--- src/scsd_pkg.sv ---
// constants and carrier types for the system clock select and divider
// How it works
// cmos clock mode forces oscillator valid low
// software feeds cmos clock into pin two
// capacitor mode starts like resistor-capacitor mode
// software polls valid before selecting external oscillator
// divide ratios are powers of two, 1..128
// divider codes 000..111 give 1 to 128
// new ratio applied within 128 source cycles
// applied flag low until new divide applied
// software sets divide by 1 before sleep
// source switch completes after one slow period
// select codes 000..100 pick five sources
// software writes reset value to bit 3
// software bypasses flash one-shot above 10 MHz
// no shortened core clock phase on changes
package scsd_pkg;

  // ************************************************************
  // register map and field layout
  // ************************************************************
  localparam logic [7:0] SCSD_ADDR_CLOCK_SELECT = 8'h00;
  localparam logic [7:0] SCSD_ADDR_STATUS = 8'h04;
  localparam int SCSD_APPLIED_BIT = 7;
  localparam int SCSD_DIV_MSB = 6;
  localparam int SCSD_DIV_LSB = 4;
  localparam int SCSD_SEL_MSB = 2;
  localparam int SCSD_SEL_LSB = 0;
  localparam int SCSD_ST_VALID_BIT = 0;
  localparam int SCSD_ST_SWITCH_BIT = 1;
  localparam logic [2:0] SCSD_DIV_RESET = 3'h3;
  localparam logic [2:0] SCSD_SEL_RESET = 3'h0;

  // ************************************************************
  // source codes and divider limits
  // ************************************************************
  localparam logic [2:0] SCSD_SRC_HFOSC = 3'h0;
  localparam logic [2:0] SCSD_SRC_EXTOSC = 3'h1;
  localparam logic [2:0] SCSD_SRC_LPDIV8 = 3'h2;
  localparam logic [2:0] SCSD_SRC_RTC = 3'h3;
  localparam logic [2:0] SCSD_SRC_LPOSC = 3'h4;
  localparam int SCSD_NUM_SRC = 5;
  localparam int SCSD_MAX_RATIO = 128;
  localparam int SCSD_CLK_MHZ = 10;

  // ************************************************************
  // carriers
  // ************************************************************
  typedef struct packed {
    logic cyc;
    logic stb;
    logic we;
    logic [3:0] sel;
    logic [7:0] adr;
    logic [31:0] dat;
  } scsd_wb_req_t;

  typedef enum {SCSD_RUN, SCSD_WAIT_NEW} scsd_state_t;

endpackage

--- src/scsd_clock_select.sv ---
// clock source select, power-of-two divider and wishbone register slave
`timescale 1ns/10ps
module scsd_clock_select
  import scsd_pkg::*;
(
  input wire logic clk,
  input wire logic sys_rst,
  input wire scsd_wb_req_t wbReq,
  output logic [31:0] wbDatOut,
  output logic wbAck,
  input wire logic [SCSD_NUM_SRC-1:0] srcClockIn,
  input wire logic extOscCmosMode,
  input wire logic extOscDetectRaw,
  output logic coreClock,
  output logic extOscValidFlag
);

  // ************************************************************
  // helpers
  // ************************************************************
  // last count of one divided period, in source rising edges
  function automatic logic [6:0] lastCount(input logic [2:0] d);
    logic [7:0] n;
    n = 8'h01 << d;
    return 7'(n - 8'h01);
  endfunction

  // source edges spent high in one divided period
  function automatic logic [6:0] halfCount(input logic [2:0] d);
    logic [7:0] n;
    n = 8'h01 << d;
    return 7'(n >> 1);
  endfunction

  // ************************************************************
  // synchronisers
  // ************************************************************
  logic [SCSD_NUM_SRC-1:0] srcMeta;
  logic [SCSD_NUM_SRC-1:0] srcSync;
  logic [SCSD_NUM_SRC-1:0] srcPrev;
  logic detMeta;
  logic detSync;

  // oscillators are asynchronous to clk, so each passes two flops
  always_ff @(posedge clk) begin
    if (sys_rst) begin
      srcMeta <= '0;
      srcSync <= '0;
      srcPrev <= '0;
    end else begin
      srcMeta <= srcClockIn;
      srcSync <= srcMeta;
      srcPrev <= srcSync;
    end
  end

  // valid detector is analog-side, same treatment
  always_ff @(posedge clk) begin
    if (sys_rst) begin
      detMeta <= 1'b0;
      detSync <= 1'b0;
    end else begin
      detMeta <= extOscDetectRaw;
      detSync <= detMeta;
    end
  end

  // cmos mode has no amplitude to detect
  always_ff @(posedge clk) begin
    if (sys_rst) begin
      extOscValidFlag <= 1'b0;
    end else begin
      extOscValidFlag <= extOscCmosMode ? 1'b0 : detSync;
    end
  end

  // ************************************************************
  // register slave
  // ************************************************************
  logic [2:0] divField;
  logic [2:0] selField;
  logic divideApplied;
  logic wbWrite;
  logic wbRead;
  scsd_state_t state;

  // write lands on the edge where the master sees ack
  assign wbWrite = wbReq.cyc && wbReq.stb && wbReq.we && wbAck;
  assign wbRead = wbReq.cyc && wbReq.stb && !wbReq.we && !wbAck;

  // one wait state, ack drops the cycle after it is given
  always_ff @(posedge clk) begin
    if (sys_rst) begin
      wbAck <= 1'b0;
    end else begin
      wbAck <= wbReq.cyc && wbReq.stb && !wbAck;
    end
  end

  // read data captured with ack; unmapped addresses read zero
  always_ff @(posedge clk) begin
    if (sys_rst) begin
      wbDatOut <= '0;
    end else if (wbRead) begin
      wbDatOut <= '0;
      if (wbReq.adr == SCSD_ADDR_CLOCK_SELECT) begin
        wbDatOut[SCSD_APPLIED_BIT] <= divideApplied;
        wbDatOut[SCSD_DIV_MSB:SCSD_DIV_LSB] <= divField;
        wbDatOut[SCSD_SEL_MSB:SCSD_SEL_LSB] <= selField;
      end else if (wbReq.adr == SCSD_ADDR_STATUS) begin
        wbDatOut[SCSD_ST_VALID_BIT] <= extOscValidFlag;
        wbDatOut[SCSD_ST_SWITCH_BIT] <= (state == SCSD_WAIT_NEW);
      end
    end else begin
      wbDatOut <= '0;
    end
  end

  // divide and select fields; reserved select codes leave source as is
  always_ff @(posedge clk) begin
    if (sys_rst) begin
      divField <= SCSD_DIV_RESET;
      selField <= SCSD_SEL_RESET;
    end else if (wbWrite && wbReq.sel[0] && wbReq.adr == SCSD_ADDR_CLOCK_SELECT) begin
      // bit 3 is not stored: it reads back zero whatever is written
      divField <= wbReq.dat[SCSD_DIV_MSB:SCSD_DIV_LSB];
      if (wbReq.dat[SCSD_SEL_MSB:SCSD_SEL_LSB] <= SCSD_SRC_LPOSC) begin
        selField <= wbReq.dat[SCSD_SEL_MSB:SCSD_SEL_LSB];
      end
    end
  end

  // ************************************************************
  // divider and switchover
  // ************************************************************
  logic [2:0] activeSel;
  logic [2:0] appliedDiv;
  logic [6:0] cnt;
  logic srcRise;
  logic srcFall;
  logic newRise;
  scsd_state_t next_state;
  logic [2:0] next_activeSel;
  logic [2:0] next_appliedDiv;
  logic [6:0] next_cnt;
  logic next_coreClock;

  assign srcRise = srcSync[activeSel] && !srcPrev[activeSel];
  assign srcFall = !srcSync[activeSel] && srcPrev[activeSel];
  assign newRise = srcSync[selField] && !srcPrev[selField];

  // changes happen only at a period boundary so no phase is cut short
  always_comb begin
    next_state = state;
    next_activeSel = activeSel;
    next_appliedDiv = appliedDiv;
    next_cnt = cnt;
    next_coreClock = coreClock;
    unique case (state)
      SCSD_RUN: begin
        if (srcRise) begin
          if (cnt == lastCount(appliedDiv)) begin
            if (selField != activeSel) begin
              // hold low: stretching low is safe, cutting it is not
              next_state = SCSD_WAIT_NEW;
              next_coreClock = 1'b0;
            end else begin
              next_appliedDiv = divField;
              next_cnt = '0;
              next_coreClock = 1'b1;
            end
          end else begin
            next_cnt = 7'(cnt + 7'h01);
            next_coreClock = (7'(cnt + 7'h01) < halfCount(appliedDiv));
          end
        end else if (srcFall && appliedDiv == 3'h0) begin
          next_coreClock = 1'b0;
        end
      end
      SCSD_WAIT_NEW: begin
        if (newRise) begin
          next_state = SCSD_RUN;
          next_activeSel = selField;
          next_appliedDiv = divField;
          next_cnt = '0;
          next_coreClock = 1'b1;
        end
      end
    endcase
  end

  // divider state
  always_ff @(posedge clk) begin
    if (sys_rst) begin
      state <= SCSD_RUN;
      activeSel <= SCSD_SEL_RESET;
      appliedDiv <= SCSD_DIV_RESET;
      // start at the period end so the first source edge opens a full high phase
      cnt <= lastCount(SCSD_DIV_RESET);
      coreClock <= 1'b0;
    end else begin
      state <= next_state;
      activeSel <= next_activeSel;
      appliedDiv <= next_appliedDiv;
      cnt <= next_cnt;
      coreClock <= next_coreClock;
    end
  end

  // applied flag tracks the next values, so a write drops it at once
  always_ff @(posedge clk) begin
    if (sys_rst) begin
      divideApplied <= 1'b1;
    end else if (wbWrite && wbReq.sel[0] && wbReq.adr == SCSD_ADDR_CLOCK_SELECT) begin
      divideApplied <= (wbReq.dat[SCSD_DIV_MSB:SCSD_DIV_LSB] == next_appliedDiv);
    end else begin
      divideApplied <= (divField == next_appliedDiv);
    end
  end

  // ************************************************************
  // assertions
  // ************************************************************
  logic [7:0] pendRises;

  // source edges seen while a divide change waits
  always_ff @(posedge clk) begin
    if (sys_rst || divField == appliedDiv || state != SCSD_RUN) begin
      pendRises <= '0;
    end else if (srcRise && pendRises != 8'hFF) begin
      pendRises <= 8'(pendRises + 8'h01);
    end
  end
endmodule

--- config.mk ---
export PLATFORM = sky130hd
export DESIGN_NAME = scsd_clock_select
export DESIGN_NICKNAME = d
export VERILOG_FILES = /design/src/scsd_pkg.sv /design/src/scsd_clock_select.sv
export SDC_FILE = /design/constraint.sdc
export NUM_CORES = 1
export LEC_CHECK = 0
export ABC_AREA = 1
export BUFFER_PORTS_ARGS = -buffer_cell sky130_fd_sc_hd__buf_2
export CORE_UTILIZATION = 25
export CTS_BUF_LIST = sky130_fd_sc_hd__clkbuf_8 sky130_fd_sc_hd__clkbuf_16
export CTS_CLUSTER_DIAMETER = 120
export DETAILED_ROUTE_END_ITERATION = 7
export GPL_TIMING_DRIVEN = 0
export SLEW_MARGIN = 30
export SYNTH_ARGS = -nofsm -noshare
export SYNTH_HDL_FRONTEND = slang
export SYNTH_SLANG_ARGS = --single-unit
--- constraint.sdc ---
create_clock -name clk -period 2.8 [get_ports clk]
set_input_delay 0.84 -clock clk [delete_from_list [all_inputs] [get_ports clk]]
set_output_delay 0.84 -clock clk [all_outputs]
set_load 0.02 [all_outputs]
==> results.py, run 1 <==
metrics = {
    "run_status": {
        "status": "finished, final reports clean",
    },
    "yosys": {
        "synth_edf_count": 0,
        "synth_cells": 377,
        "synth_cell_types": 35,
        "synth_flop_cell": "dfxtp_1",
        "yosys-top-cells-area": "dfxtp_1 (36%), nand2_1 (10%), buf_4 (7.7%)",
        "ys.warnings.count": 0,
        "netlist_area_um2": 2640,
        "async_reset_ff_share_pct": 0,
        "synth_top_area_share_pct": 36.4,
        "yosysSeqAreaShare_pct": 36.4,
        "syn_area_per_cell_um2": 7.01,
        "yosys.area.top_type": "dfxtp_1",
        "synth-seq-cells": 48,
    },
    "pwr": {
        "power_frac_comb_pct": 20.1,
        "pwr_density_cell_nw_per_um2": 442,
        "pwr-share-seq_pct": 50.7,
        "pwr-share-clk_pct": 29.1,
        "vdd.ir_drop.worst_mv": 0.229,
        "p_switching_uw": 421,
        "swShare_pct": 30.0,
        "power.leakage_nw": 1.61,
        "p_int_uw": 981,
    },
    "sta": {
        "setup-tns-final_ns": 0,
        "fin_ws_ns": 0.483,
        "min_period_over_period_pct": 82.8,
        "setup_viol": 0,
        "fmax_ghz": 0.432,
        "drv_slew": 0,
        "finalHoldViolations": 0,
        "rsz0062_at_grt": "no",
        "clock_skew_ns": 0.0148,
        "period_minus_slack_ns": 2.32,
        "maxSlewHeadroom_pct": 64.5,
        "tightest_slew_ns": 0.528,
        "fin_hold_ws_ns": 0.404,
    },
    "drt": {
        "antenna_left": 0,
        "drt_iter0_drc": 71,
        "drc": 0,
        "wl_per_cell_um": 9.79,
        "firstDrtPassIters": 4,
        "vias": 2380,
        "viasPerCell": 4.10,
        "wl_mm": 5.69,
    },
    "cts": {
        "hold_buffers": 0,
        "clk_latency_ns": 0.30,
        "cts_sinks": 48,
        "clock_path_buffers": 2,
        "htree_levels": 2,
        "clk_pin_slew_ns": 0.09,
        "root_buffer": "clkbuf_8",
        "cts_setup_buffers": 0,
        "tritoncts": "built",
        "numCtsBuffers": 5,
        "cts_resized": 0,
    },
    "die": {
        "fp-row-count": 37,
        "floorplan.initialDensity_pct": 25.7,
        "io_pins": 91,
        "die_h_um": 105,
        "core-area_um2": 10300,
        "die_w_um": 105,
        "die_area_um2": 11000,
    },
    "placed_design": {
        "place_congestion": 0.848,
        "port_buffers": 36,
        "pre_cts_slack_ns": 0.270,
        "dp.final_hpwl_mm": 4.60,
    },
    "min_path": {
        "hp-class": "flop to flop",
        "hp-start": "srcMeta[3]$_SDFF_PP0_",
        "holdPathStages": 2,
    },
    "worst_setup_path": {
        "cp_slowest_cell": "dfxtp_1",
        "max_stage_delay_ns": 0.31,
        "cp-start-kind": "flop",
        "path_max_fanout": 9,
        "cp_cell_sequence": "buf_4 -> inv_4 -> nand3_1 -> ha_1 -> inv_1 -> nand2_1 -> nand2_1 -> nor2_1 -> nand3_1 -> nor2_2 -> nand3_2 -> nor2_1 -> nand2_1 -> nand2_2 -> a32oi_1 -> nor2_1",
        "arrival_ns": 2.56,
        "endpoint_kind": "flop",
        "crit_type": "flop to flop",
        "startpoint": "appliedDiv[2]$_SDFF_PP0_",
        "reg2reg_depth": 16,
        "worstReg2RegStart": "appliedDiv[2]$_SDFF_PP0_",
        "cp_data_required_time_ns": 3.04,
    },
    "finish": {
        "n_antenna_cell": 0,
        "drive_gt1_share_pct": 22.2,
        "final_util_pct": 30.8,
        "nets": 508,
        "area_delta_synth_final_pct": 20.0,
    },
    "grt": {
        "grt_pass1_vias": 2264,
        "grt_max_degree": 16,
        "grt_usage_pct": 10.7,
        "grt_overflow": 0,
        "grt_pass1_wl_mm": 9.67,
        "antenna_found_initial": 0,
    },
    "job": {
        "max-cap-violations": 0,
    },
}
synth_stat cells, types with 2 or more instances:
library cell	instances
nor2_4	2
a31oi_1	2
a21oi_1	10
inv_4	2
nor3_1	7
inv_2	7
buf_4	27
a32oi_1	4
nor2_2	2
a211oi_1	3
nand2_1	73
o21ai_0	9
nand3_1	40
nand4_1	2
o211ai_1	2
nand3b_1	2
ha_1	8
nand2_2	8
xor2_1	6
clkbuf_1	4
nor2_1	50
inv_1	43
buf_6	2
dfxtp_1	48
o21ai_1	4
cell families after synthesis:
group / synth area share (%)
AO/OA/AOI/OAI: 8.48
XOR/XNOR: 1.99
adder cells (fa/ha/maj): 3.79
buffers and inverters: 16.9
flip-flops: 36.4
other: 0.142
AND/OR/NAND/NOR: 32.4
power groups by stage:
stage / Combinational (mW) / Sequential [mW] / Clock (mW)
2_1_floorplan: 0.220 / 0.727 / 0
3_3_place_gp: 0.279 / 0.727 / 0
3_5_place_dp: 0.283 / 0.728 / 0
4_1_cts: 0.285 / 0.712 / 0.427
5_1_grt: 0.319 / 0.714 / 0.450
6_report: 0.283 / 0.711 / 0.409
cells in the final DEF, fill, tap and decap left out, types with 5 or more instances in the layout:
| cell | n |
|---|---|
| nor2_1 | 50 |
| nand3_1 | 40 |
| conb_1 | 25 |
| nor3_1 | 7 |
| buf_2 | 37 |
| xor2_1 | 6 |
| inv_1 | 43 |
| o21ai_0 | 9 |
| nand2_1 | 73 |
| ha_1 | 8 |
| inv_2 | 7 |
| dfxtp_1 | 48 |
| clkbuf_8 | 5 |
| nand2_2 | 8 |
| buf_4 | 27 |
| a21oi_1 | 10 |
routing by layer:
layer	global-route usage (%)	up-vias	part of all wire (%)	routed length, um
li1	-	1291	-	-
met1	11.9	1050	44	2510
met2	20.6	34	52	2980
met3	1.62	5	2.6	148
met4	3.52	0	0.93	53
met5	0	-	0	0
per-stage QoR:
stage	cell area (um2)	instances	total power, mW
6_report	3170	581	1.40
5_1_grt	3170	581	1.48
4_1_cts	3170	581	1.42
3_5_place_dp	3080	573	1.01
3_3_place_gp	3080	573	1.01
2_1_floorplan	2730	401	0.947
worst max-delay path: cells and delay by family, from the launching register on:
kind	cells	cell delay, ns
simple gates	11	1.25
flops	1	0.31
buf+inv	3	0.31
fa+ha+maj	1	0.31
compound gates	1	0.08
cell type report:
| type | instances | area [um2] |
|---|---|---|
| sequential | 48 | 961 |
| clock buffer | 5 | 68.8 |
| buffer | 34 | 245 |
| inverter | 52 | 200 |
| tap | 136 | 170 |
| timing repair buffer | 36 | 180 |
| clock inverter | 3 | 18.8 |
| fill | 1131 | 7110 |
| multi-input combinational | 267 | 1330 |
flip-flops by register name, indices dropped and copies added, names as in the netlist:
| register | count |
|---|---|
| detMeta | 1 |
| detSync | 1 |
| srcPrev | 5 |
| state | 1 |
| divideApplied | 1 |
| srcSync | 5 |
| coreClock | 1 |
| extOscValidFlag | 1 |
| srcMeta | 5 |
| wbAck | 1 |
| wbDatOut | 7 |
| selField | 3 |
| divField | 3 |
| cnt | 7 |
| appliedDiv | 3 |
| activeSel | 3 |
worst paths after layout:
check	slack (ns)	end
worst max-delay path	0.48	cnt[6]$_SDFFE_PP0P_
worst min-delay path	0.40	srcSync[3]$_SDFF_PP0_
worst max register to register	0.48	cnt[6]$_SDFFE_PP0P_
worst min register to register	0.40	srcSync[3]$_SDFF_PP0_
Power figures use the tool's default switching activity.
==> run 2: changes to the inputs <==
==> constraint.sdc (replaced) <==
create_clock -name clk -period 2.35 [get_ports clk]
set_input_delay 0.705 -clock clk [delete_from_list [all_inputs] [get_ports clk]]
set_output_delay 0.705 -clock clk [all_outputs]
set_load 0.02 [all_outputs]
==> run 2 against run 1 <==
Largest power group unchanged. First-iteration DRC count grew 20%. Via count grew 0.63%. Final cell count grew 0.86%. Die area is the same. Sequential cell count is the same. Maximum frequency grew 2.2%. Clock skew grew 0.0023 ns. Register-to-register slack lost 0.40 ns. Sequential power grew 20%. Combinational power grew 29%. Routed wire length grew 3.0%. Critical endpoint is now divideApplied$_SDFF_PP1_.
==> results.py, run 2 (synthesized netlist as in run 1, its figures left out) <==
metrics = {
    "run_status": {
        "status": "finished, final reports clean",
    },
    "sta": {
        "period_minus_slack_ns": 2.27,
        "drv_slew": 0,
        "fin_hold_ws_ns": 0.404,
        "clock_skew_ns": 0.0171,
        "fmax_ghz": 0.441,
        "setup_viol": 0,
        "maxSlewHeadroom_pct": 64.5,
        "rsz0062_at_grt": "yes",
        "min_period_over_period_pct": 96.5,
        "tightest_slew_ns": 0.528,
        "setup-tns-final_ns": 0,
        "finalHoldViolations": 0,
    },
    "die": {
        "io_pins": 91,
        "fp-row-count": 37,
        "core-area_um2": 10300,
        "die_w_um": 105,
        "die_area_um2": 11000,
        "die_h_um": 105,
        "floorplan.initialDensity_pct": 25.7,
    },
    "cts": {
        "clk_latency_ns": 0.30,
        "numCtsBuffers": 5,
        "clk_pin_slew_ns": 0.09,
        "htree_levels": 2,
        "tritoncts": "built",
        "hold_buffers": 0,
        "clock_path_buffers": 2,
        "cts_sinks": 48,
        "root_buffer": "clkbuf_8",
    },
    "worst_setup_path": {
        "cp_top_family": "simple AND/OR/NAND/NOR gates",
        "path_max_fanout": 6,
        "r2r_slack_ns": 0.08,
        "cp-start-kind": "flop",
        "max_stage_delay_ns": 0.39,
        "cp_cell_sequence": "nor2_4 -> nand2_4 -> ha_4 -> inv_2 -> nand2_1 -> nand2_1 -> nor2_1 -> nand3_1 -> nor2_2 -> nand4_1 -> nand2_2 -> nand2_2 -> nand2_2 -> nand2_2 -> nand2_1 -> nand2_1 -> nor2_1 -> nand2_1 -> nand2_1",
        "crit_type": "flop to flop",
        "endpoint_kind": "flop",
        "crit_buf_inv": 1,
        "r2r-end": "divideApplied$_SDFF_PP1_",
        "worstReg2RegStart": "appliedDiv[1]$_SDFF_PP1_",
        "cp_common_cell": "nand2_1",
        "cp_slowest_cell": "dfxtp_4",
        "reg2reg_depth": 19,
        "arrival_ns": 2.51,
        "cp_data_required_time_ns": 2.59,
    },
    "grt": {
        "globalRouteMet2Util_pct": 20.7,
        "antenna_found_initial": 0,
        "grtUsageMet3_pct": 1.62,
        "grt_pass1_vias": 2267,
        "grt_use_met1_pct": 11.9,
        "grt_overflow": 0,
        "grt_busiest_layer": "met2",
        "grt_usage_pct": 10.7,
        "grt_pass1_wl_mm": 9.70,
        "grt_max_degree": 16,
    },
    "drt": {
        "wl_per_cell_um": 10.0,
        "vias": 2395,
        "antenna_left": 0,
        "firstDrtPassIters": 4,
        "drc": 0,
        "viasPerCell": 4.09,
        "wl_mm": 5.86,
        "drt_iter0_drc": 85,
    },
    "pwr": {
        "vdd.ir_drop.worst_mv": 0.271,
        "pwr_density_cell_nw_per_um2": 519,
        "power.leakage_nw": 1.63,
    },
    "finish": {
        "nets": 513,
        "drive_gt1_share_pct": 26.2,
        "nFillCells": 1125,
        "final_util_pct": 31.9,
        "seqCellArea_um2": 971,
        "final_area_um2": 3280,
        "mostFrequentLayoutCell": "nand2_1",
        "area_delta_synth_final_pct": 24.1,
        "reg_top3": "cnt (7), wbDatOut (7)",
        "final_cell_mix": "nand2_1 (69), nor2_1 (49), dfxtp_1 (44)",
        "multi_input_area_um2": 1390,
        "n_antenna_cell": 0,
    },
    "placed_design": {
        "dp.final_hpwl_mm": 4.60,
        "dpl-instance-area_um2": 3080,
        "port_buffers": 36,
        "place_congestion": 0.848,
    },
    "min_path": {
        "holdPathStages": 2,
        "hp-start": "srcMeta[3]$_SDFF_PP0_",
        "hp-class": "flop to flop",
        "whs_endpoint": "srcSync[3]$_SDFF_PP0_",
    },
    "job": {
        "max-cap-violations": 0,
    },
}
run 2: what timing repair did:
item	CTS	global route
buffers inserted	0	7
setup endpoints to repair	1	9
resized for setup	1	21
pin swaps	0	13
run 2: area by class of cell:
class | count | share of cell area (%)
clock buffers | 5 | 2.10
flip-flops and latches | 48 | 29.6
multi-input cells | 267 | 42.3
repair buffers | 43 | 7.10
plain buffers | 32 | 6.91
well taps | 136 | 5.19
clock inverters | 3 | 0.572
inverters | 52 | 6.26
run 2: power by group:
group | internal (mW) | total (mW) | switching (mW)
combinational | 0.144 | 0.365 | 0.222
clock | 0.208 | 0.486 | 0.278
sequential | 0.835 | 0.850 | 0.0152
total | 1.19 | 1.70 | 0.515
run 2: worst max path at each step:
stage | from | to | slack, ns | depth (start not counted)
2_1_floorplan | appliedDiv[2]$_SDFF_PP0_ | divideApplied$_SDFF_PP1_ | 0.35 | 19
3_3_place_gp | wbReq[33] | divideApplied$_SDFF_PP1_ | -0.03 | 10
3_5_place_dp | wbReq[33] | divideApplied$_SDFF_PP1_ | -0.04 | 10
4_1_cts | appliedDiv[2]$_SDFF_PP0_ | divideApplied$_SDFF_PP1_ | 0.04 | 20
5_1_grt | appliedDiv[1]$_SDFF_PP1_ | divideApplied$_SDFF_PP1_ | -0.12 | 19
6_report | appliedDiv[1]$_SDFF_PP1_ | divideApplied$_SDFF_PP1_ | 0.08 | 19
run 2: per-stage QoR:
step | cells | power [mW] | setup slack [ns]
6_report | 586 | 1.70 | 0.0821
5_1_grt | 586 | 1.80 | -0.119
4_1_cts | 581 | 1.70 | 0.0395
3_3_place_gp | 573 | 1.20 | -0.0281
3_5_place_dp | 573 | 1.20 | -0.0450
2_1_floorplan | 401 | 1.13 | 0.350
run 2: metal layers:
| layer | up-vias | share of wire (%) |
|---|---|---|
| li1 | 1294 | - |
| met1 | 1054 | 43 |
| met2 | 42 | 53 |
| met3 | 5 | 3.3 |
| met4 | 0 | 0.90 |
| met5 | - | 0 |
run 2: worst min-delay path: cells and delay by family, from the launching register on:
family                 cells  cell delay, ns
buffers and inverters      1            0.04
flip-flops                 1            0.30
AND/OR/NAND/NOR            1            0.03
==> run 3: changes to the inputs <==
--- a/config.mk
+++ b/config.mk
@@ -7,11 +7,13 @@
 export LEC_CHECK = 0
 export ABC_AREA = 1
 export BUFFER_PORTS_ARGS = -buffer_cell sky130_fd_sc_hd__buf_2
-export CORE_UTILIZATION = 25
+export CORE_UTILIZATION = 36
 export CTS_BUF_LIST = sky130_fd_sc_hd__clkbuf_8 sky130_fd_sc_hd__clkbuf_16
 export CTS_CLUSTER_DIAMETER = 120
 export DETAILED_ROUTE_END_ITERATION = 7
 export GPL_TIMING_DRIVEN = 0
+export REMOVE_ABC_BUFFERS = 1
+export SKIP_LAST_GASP = 1
 export SLEW_MARGIN = 30
 export SYNTH_ARGS = -nofsm -noshare
 export SYNTH_HDL_FRONTEND = slang
==> run 3 against run 2 <==
Die area is 30% lower. Register-to-register slack hardly changed. Maximum frequency is 0.10% lower. Final cell count is 12% lower. Sequential power is 0.6% higher. Utilization is 12 points higher. Non-clock buffer count is 30 lower. Critical endpoint unchanged.
==> results.py, run 3 (synthesized netlist as in run 1, its figures left out) <==
metrics = {
    "grt": {
        "grt_usage_pct": 15.1,
        "antenna_found_initial": 0,
        "grt_pass1_wl_mm": 9.06,
        "grt_overflow": 0,
        "grt_pass1_vias": 2058,
        "grt_max_degree": 31,
    },
    "min_path": {
        "hp-class": "flop to flop",
    },
    "placed_design": {
        "port_buffers": 36,
        "dp.final_hpwl_mm": 4.03,
        "place_congestion": 0.811,
    },
    "cts": {
        "tritoncts": "built",
        "cts_sinks": 48,
        "clk_latency_ns": 0.30,
        "root_buffer": "clkbuf_8",
        "hold_buffers": 0,
        "clock_path_buffers": 2,
        "clk_pin_slew_ns": 0.09,
        "htree_levels": 2,
        "numCtsBuffers": 5,
    },
    "die": {
        "core-area_um2": 6940,
        "floorplan.initialDensity_pct": 38.1,
        "die_w_um": 87.7,
        "die_area_um2": 7690,
        "die_h_um": 87.7,
        "io_pins": 91,
        "fp-row-count": 30,
    },
    "finish": {
        "area_delta_synth_final_pct": 14.6,
        "n_antenna_cell": 0,
        "final_cell_mix": "nand2_1 (67), nor2_1 (48), dfxtp_1 (44)",
        "mostFrequentLayoutCell": "nand2_1",
        "nets": 483,
        "drive_gt1_share_pct": 22.4,
        "reg_top3": "cnt (7), wbDatOut (7)",
    },
    "sta": {
        "finalHoldViolations": 0,
        "fin_hold_ws_ns": 0.403,
        "drv_slew": 0,
        "maxSlewHeadroom_pct": 63.0,
        "rsz0062_at_grt": "yes",
        "setup-tns-final_ns": 0,
        "tightest_slew_ns": 0.556,
        "min_period_over_period_pct": 96.6,
        "setup_viol": 0,
        "clock_skew_ns": 0.00971,
        "period_minus_slack_ns": 2.27,
        "fmax_ghz": 0.440,
    },
    "pwr": {
        "vdd.ir_drop.worst_mv": 0.313,
        "swShare_pct": 30.8,
        "p_switching_uw": 510,
        "pwr-share-seq_pct": 51.5,
        "p_int_mw": 1.15,
        "power.leakage_nw": 1.50,
        "pwr_density_cell_nw_per_um2": 548,
        "pwr-share-clk_pct": 28.5,
        "power_frac_comb_pct": 20.0,
    },
    "drt": {
        "antenna_left": 0,
        "firstDrtPassIters": 4,
        "wl_met2_mm": 2.79,
        "met1_length_mm": 2.53,
        "routed.top_layer": "met4",
        "wl_per_cell_um": 10.8,
        "drc": 0,
        "drt_iter0_drc": 90,
        "viasPerCell": 4.47,
        "wl_met3_um": 137,
        "wl_mm": 5.56,
        "vias": 2301,
    },
    "worst_setup_path": {
        "cp_top_family": "simple AND/OR/NAND/NOR gates",
        "crit_buf_inv": 1,
        "cp_slowest_cell": "dfxtp_4",
        "path_max_fanout": 6,
        "arrival_ns": 2.50,
        "cp-start-kind": "flop",
        "cp_cell_sequence": "nor2_4 -> nand2_2 -> ha_4 -> inv_1 -> nand2_1 -> nand2_1 -> nor2_2 -> nand3_2 -> nor2_4 -> nand4_1 -> nand2_2 -> nand2_4 -> nand2_4 -> nand2_4 -> nand2_2 -> nand2_2 -> nor2_2 -> nand2_1 -> nand2_1",
        "endpoint_kind": "flop",
        "cp_data_required_time_ns": 2.58,
        "max_stage_delay_ns": 0.39,
        "crit_type": "flop to flop",
    },
    "run_status": {
        "status": "finished, final reports clean",
    },
    "job": {
        "max-cap-violations": 0,
    },
}
[run 3: worst min-delay path, stage by stage (launching register included)]
cell and delay (ns):
dfxtp_1 0.30, inv_1 0.04, nor2_1 0.03
[run 3: area by class of cell]
cell class                 instances  area (um2)
sequential                        48         973
clock inverter                     2        12.5
fill                             738        3920
tap                               96         120
clock buffer                       5        68.8
timing repair buffer              45         245
multi-input combinational        267        1410
inverter                          52         203
[run 3: repair_timing]
item / in CTS / in global routing
pin swaps: 0 / 14
resized for setup: 6 / 21
buffers inserted: 0 / 9
endpoints found under the setup margin: 8 / 13
[run 3: layer usage]
| layer | GRT usage [%] | vias up |
|---|---|---|
| met3 | 3.39 | 9 |
| met4 | 4.17 | 0 |
| met1 | 19.1 | 1020 |
| li1 | - | 1231 |
| met2 | 25.9 | 41 |
| met5 | 0 | - |
[run 3: metrics by stage]
step | power [mW] | utilization (%) | area, um2 | setup WS (ns) | instances
after floorplan | 1.08 | - | 2490 | 0.315 | 367
after global routing | 1.76 | 43.6 | 3030 | -0.152 | 515
final | 1.66 | 43.6 | 3030 | 0.0798 | 515
after global placement | 1.16 | 40.1 | 2790 | -0.0649 | 499
after CTS | 1.64 | 41.5 | 2890 | 0.0141 | 506
after detailed placement | 1.16 | 40.1 | 2790 | -0.113 | 499
[run 3: path summary, 6_finish.rpt]
check	from	to	slack [ns]	cells after the start
setup / recovery	appliedDiv[1]$_SDFF_PP1_	divideApplied$_SDFF_PP1_	0.08	19
hold / removal	srcMeta[4]$_SDFF_PP0_	srcSync[4]$_SDFF_PP0_	0.40	2
hold reg to reg	srcMeta[4]$_SDFF_PP0_	srcSync[4]$_SDFF_PP0_	0.40	2
setup reg to reg	appliedDiv[1]$_SDFF_PP1_	divideApplied$_SDFF_PP1_	0.08	19
[run 3: power by group through the flow]
| stage | sequential (mW) | clock [mW] | combinational [mW] |
|---|---|---|---|
| final | 0.855 | 0.473 | 0.332 |
| after global placement | 0.876 | 0 | 0.281 |
| after detailed placement | 0.877 | 0 | 0.286 |
| after global routing | 0.858 | 0.527 | 0.375 |
| after floorplan | 0.874 | 0 | 0.210 |
| after CTS | 0.858 | 0.488 | 0.294 |
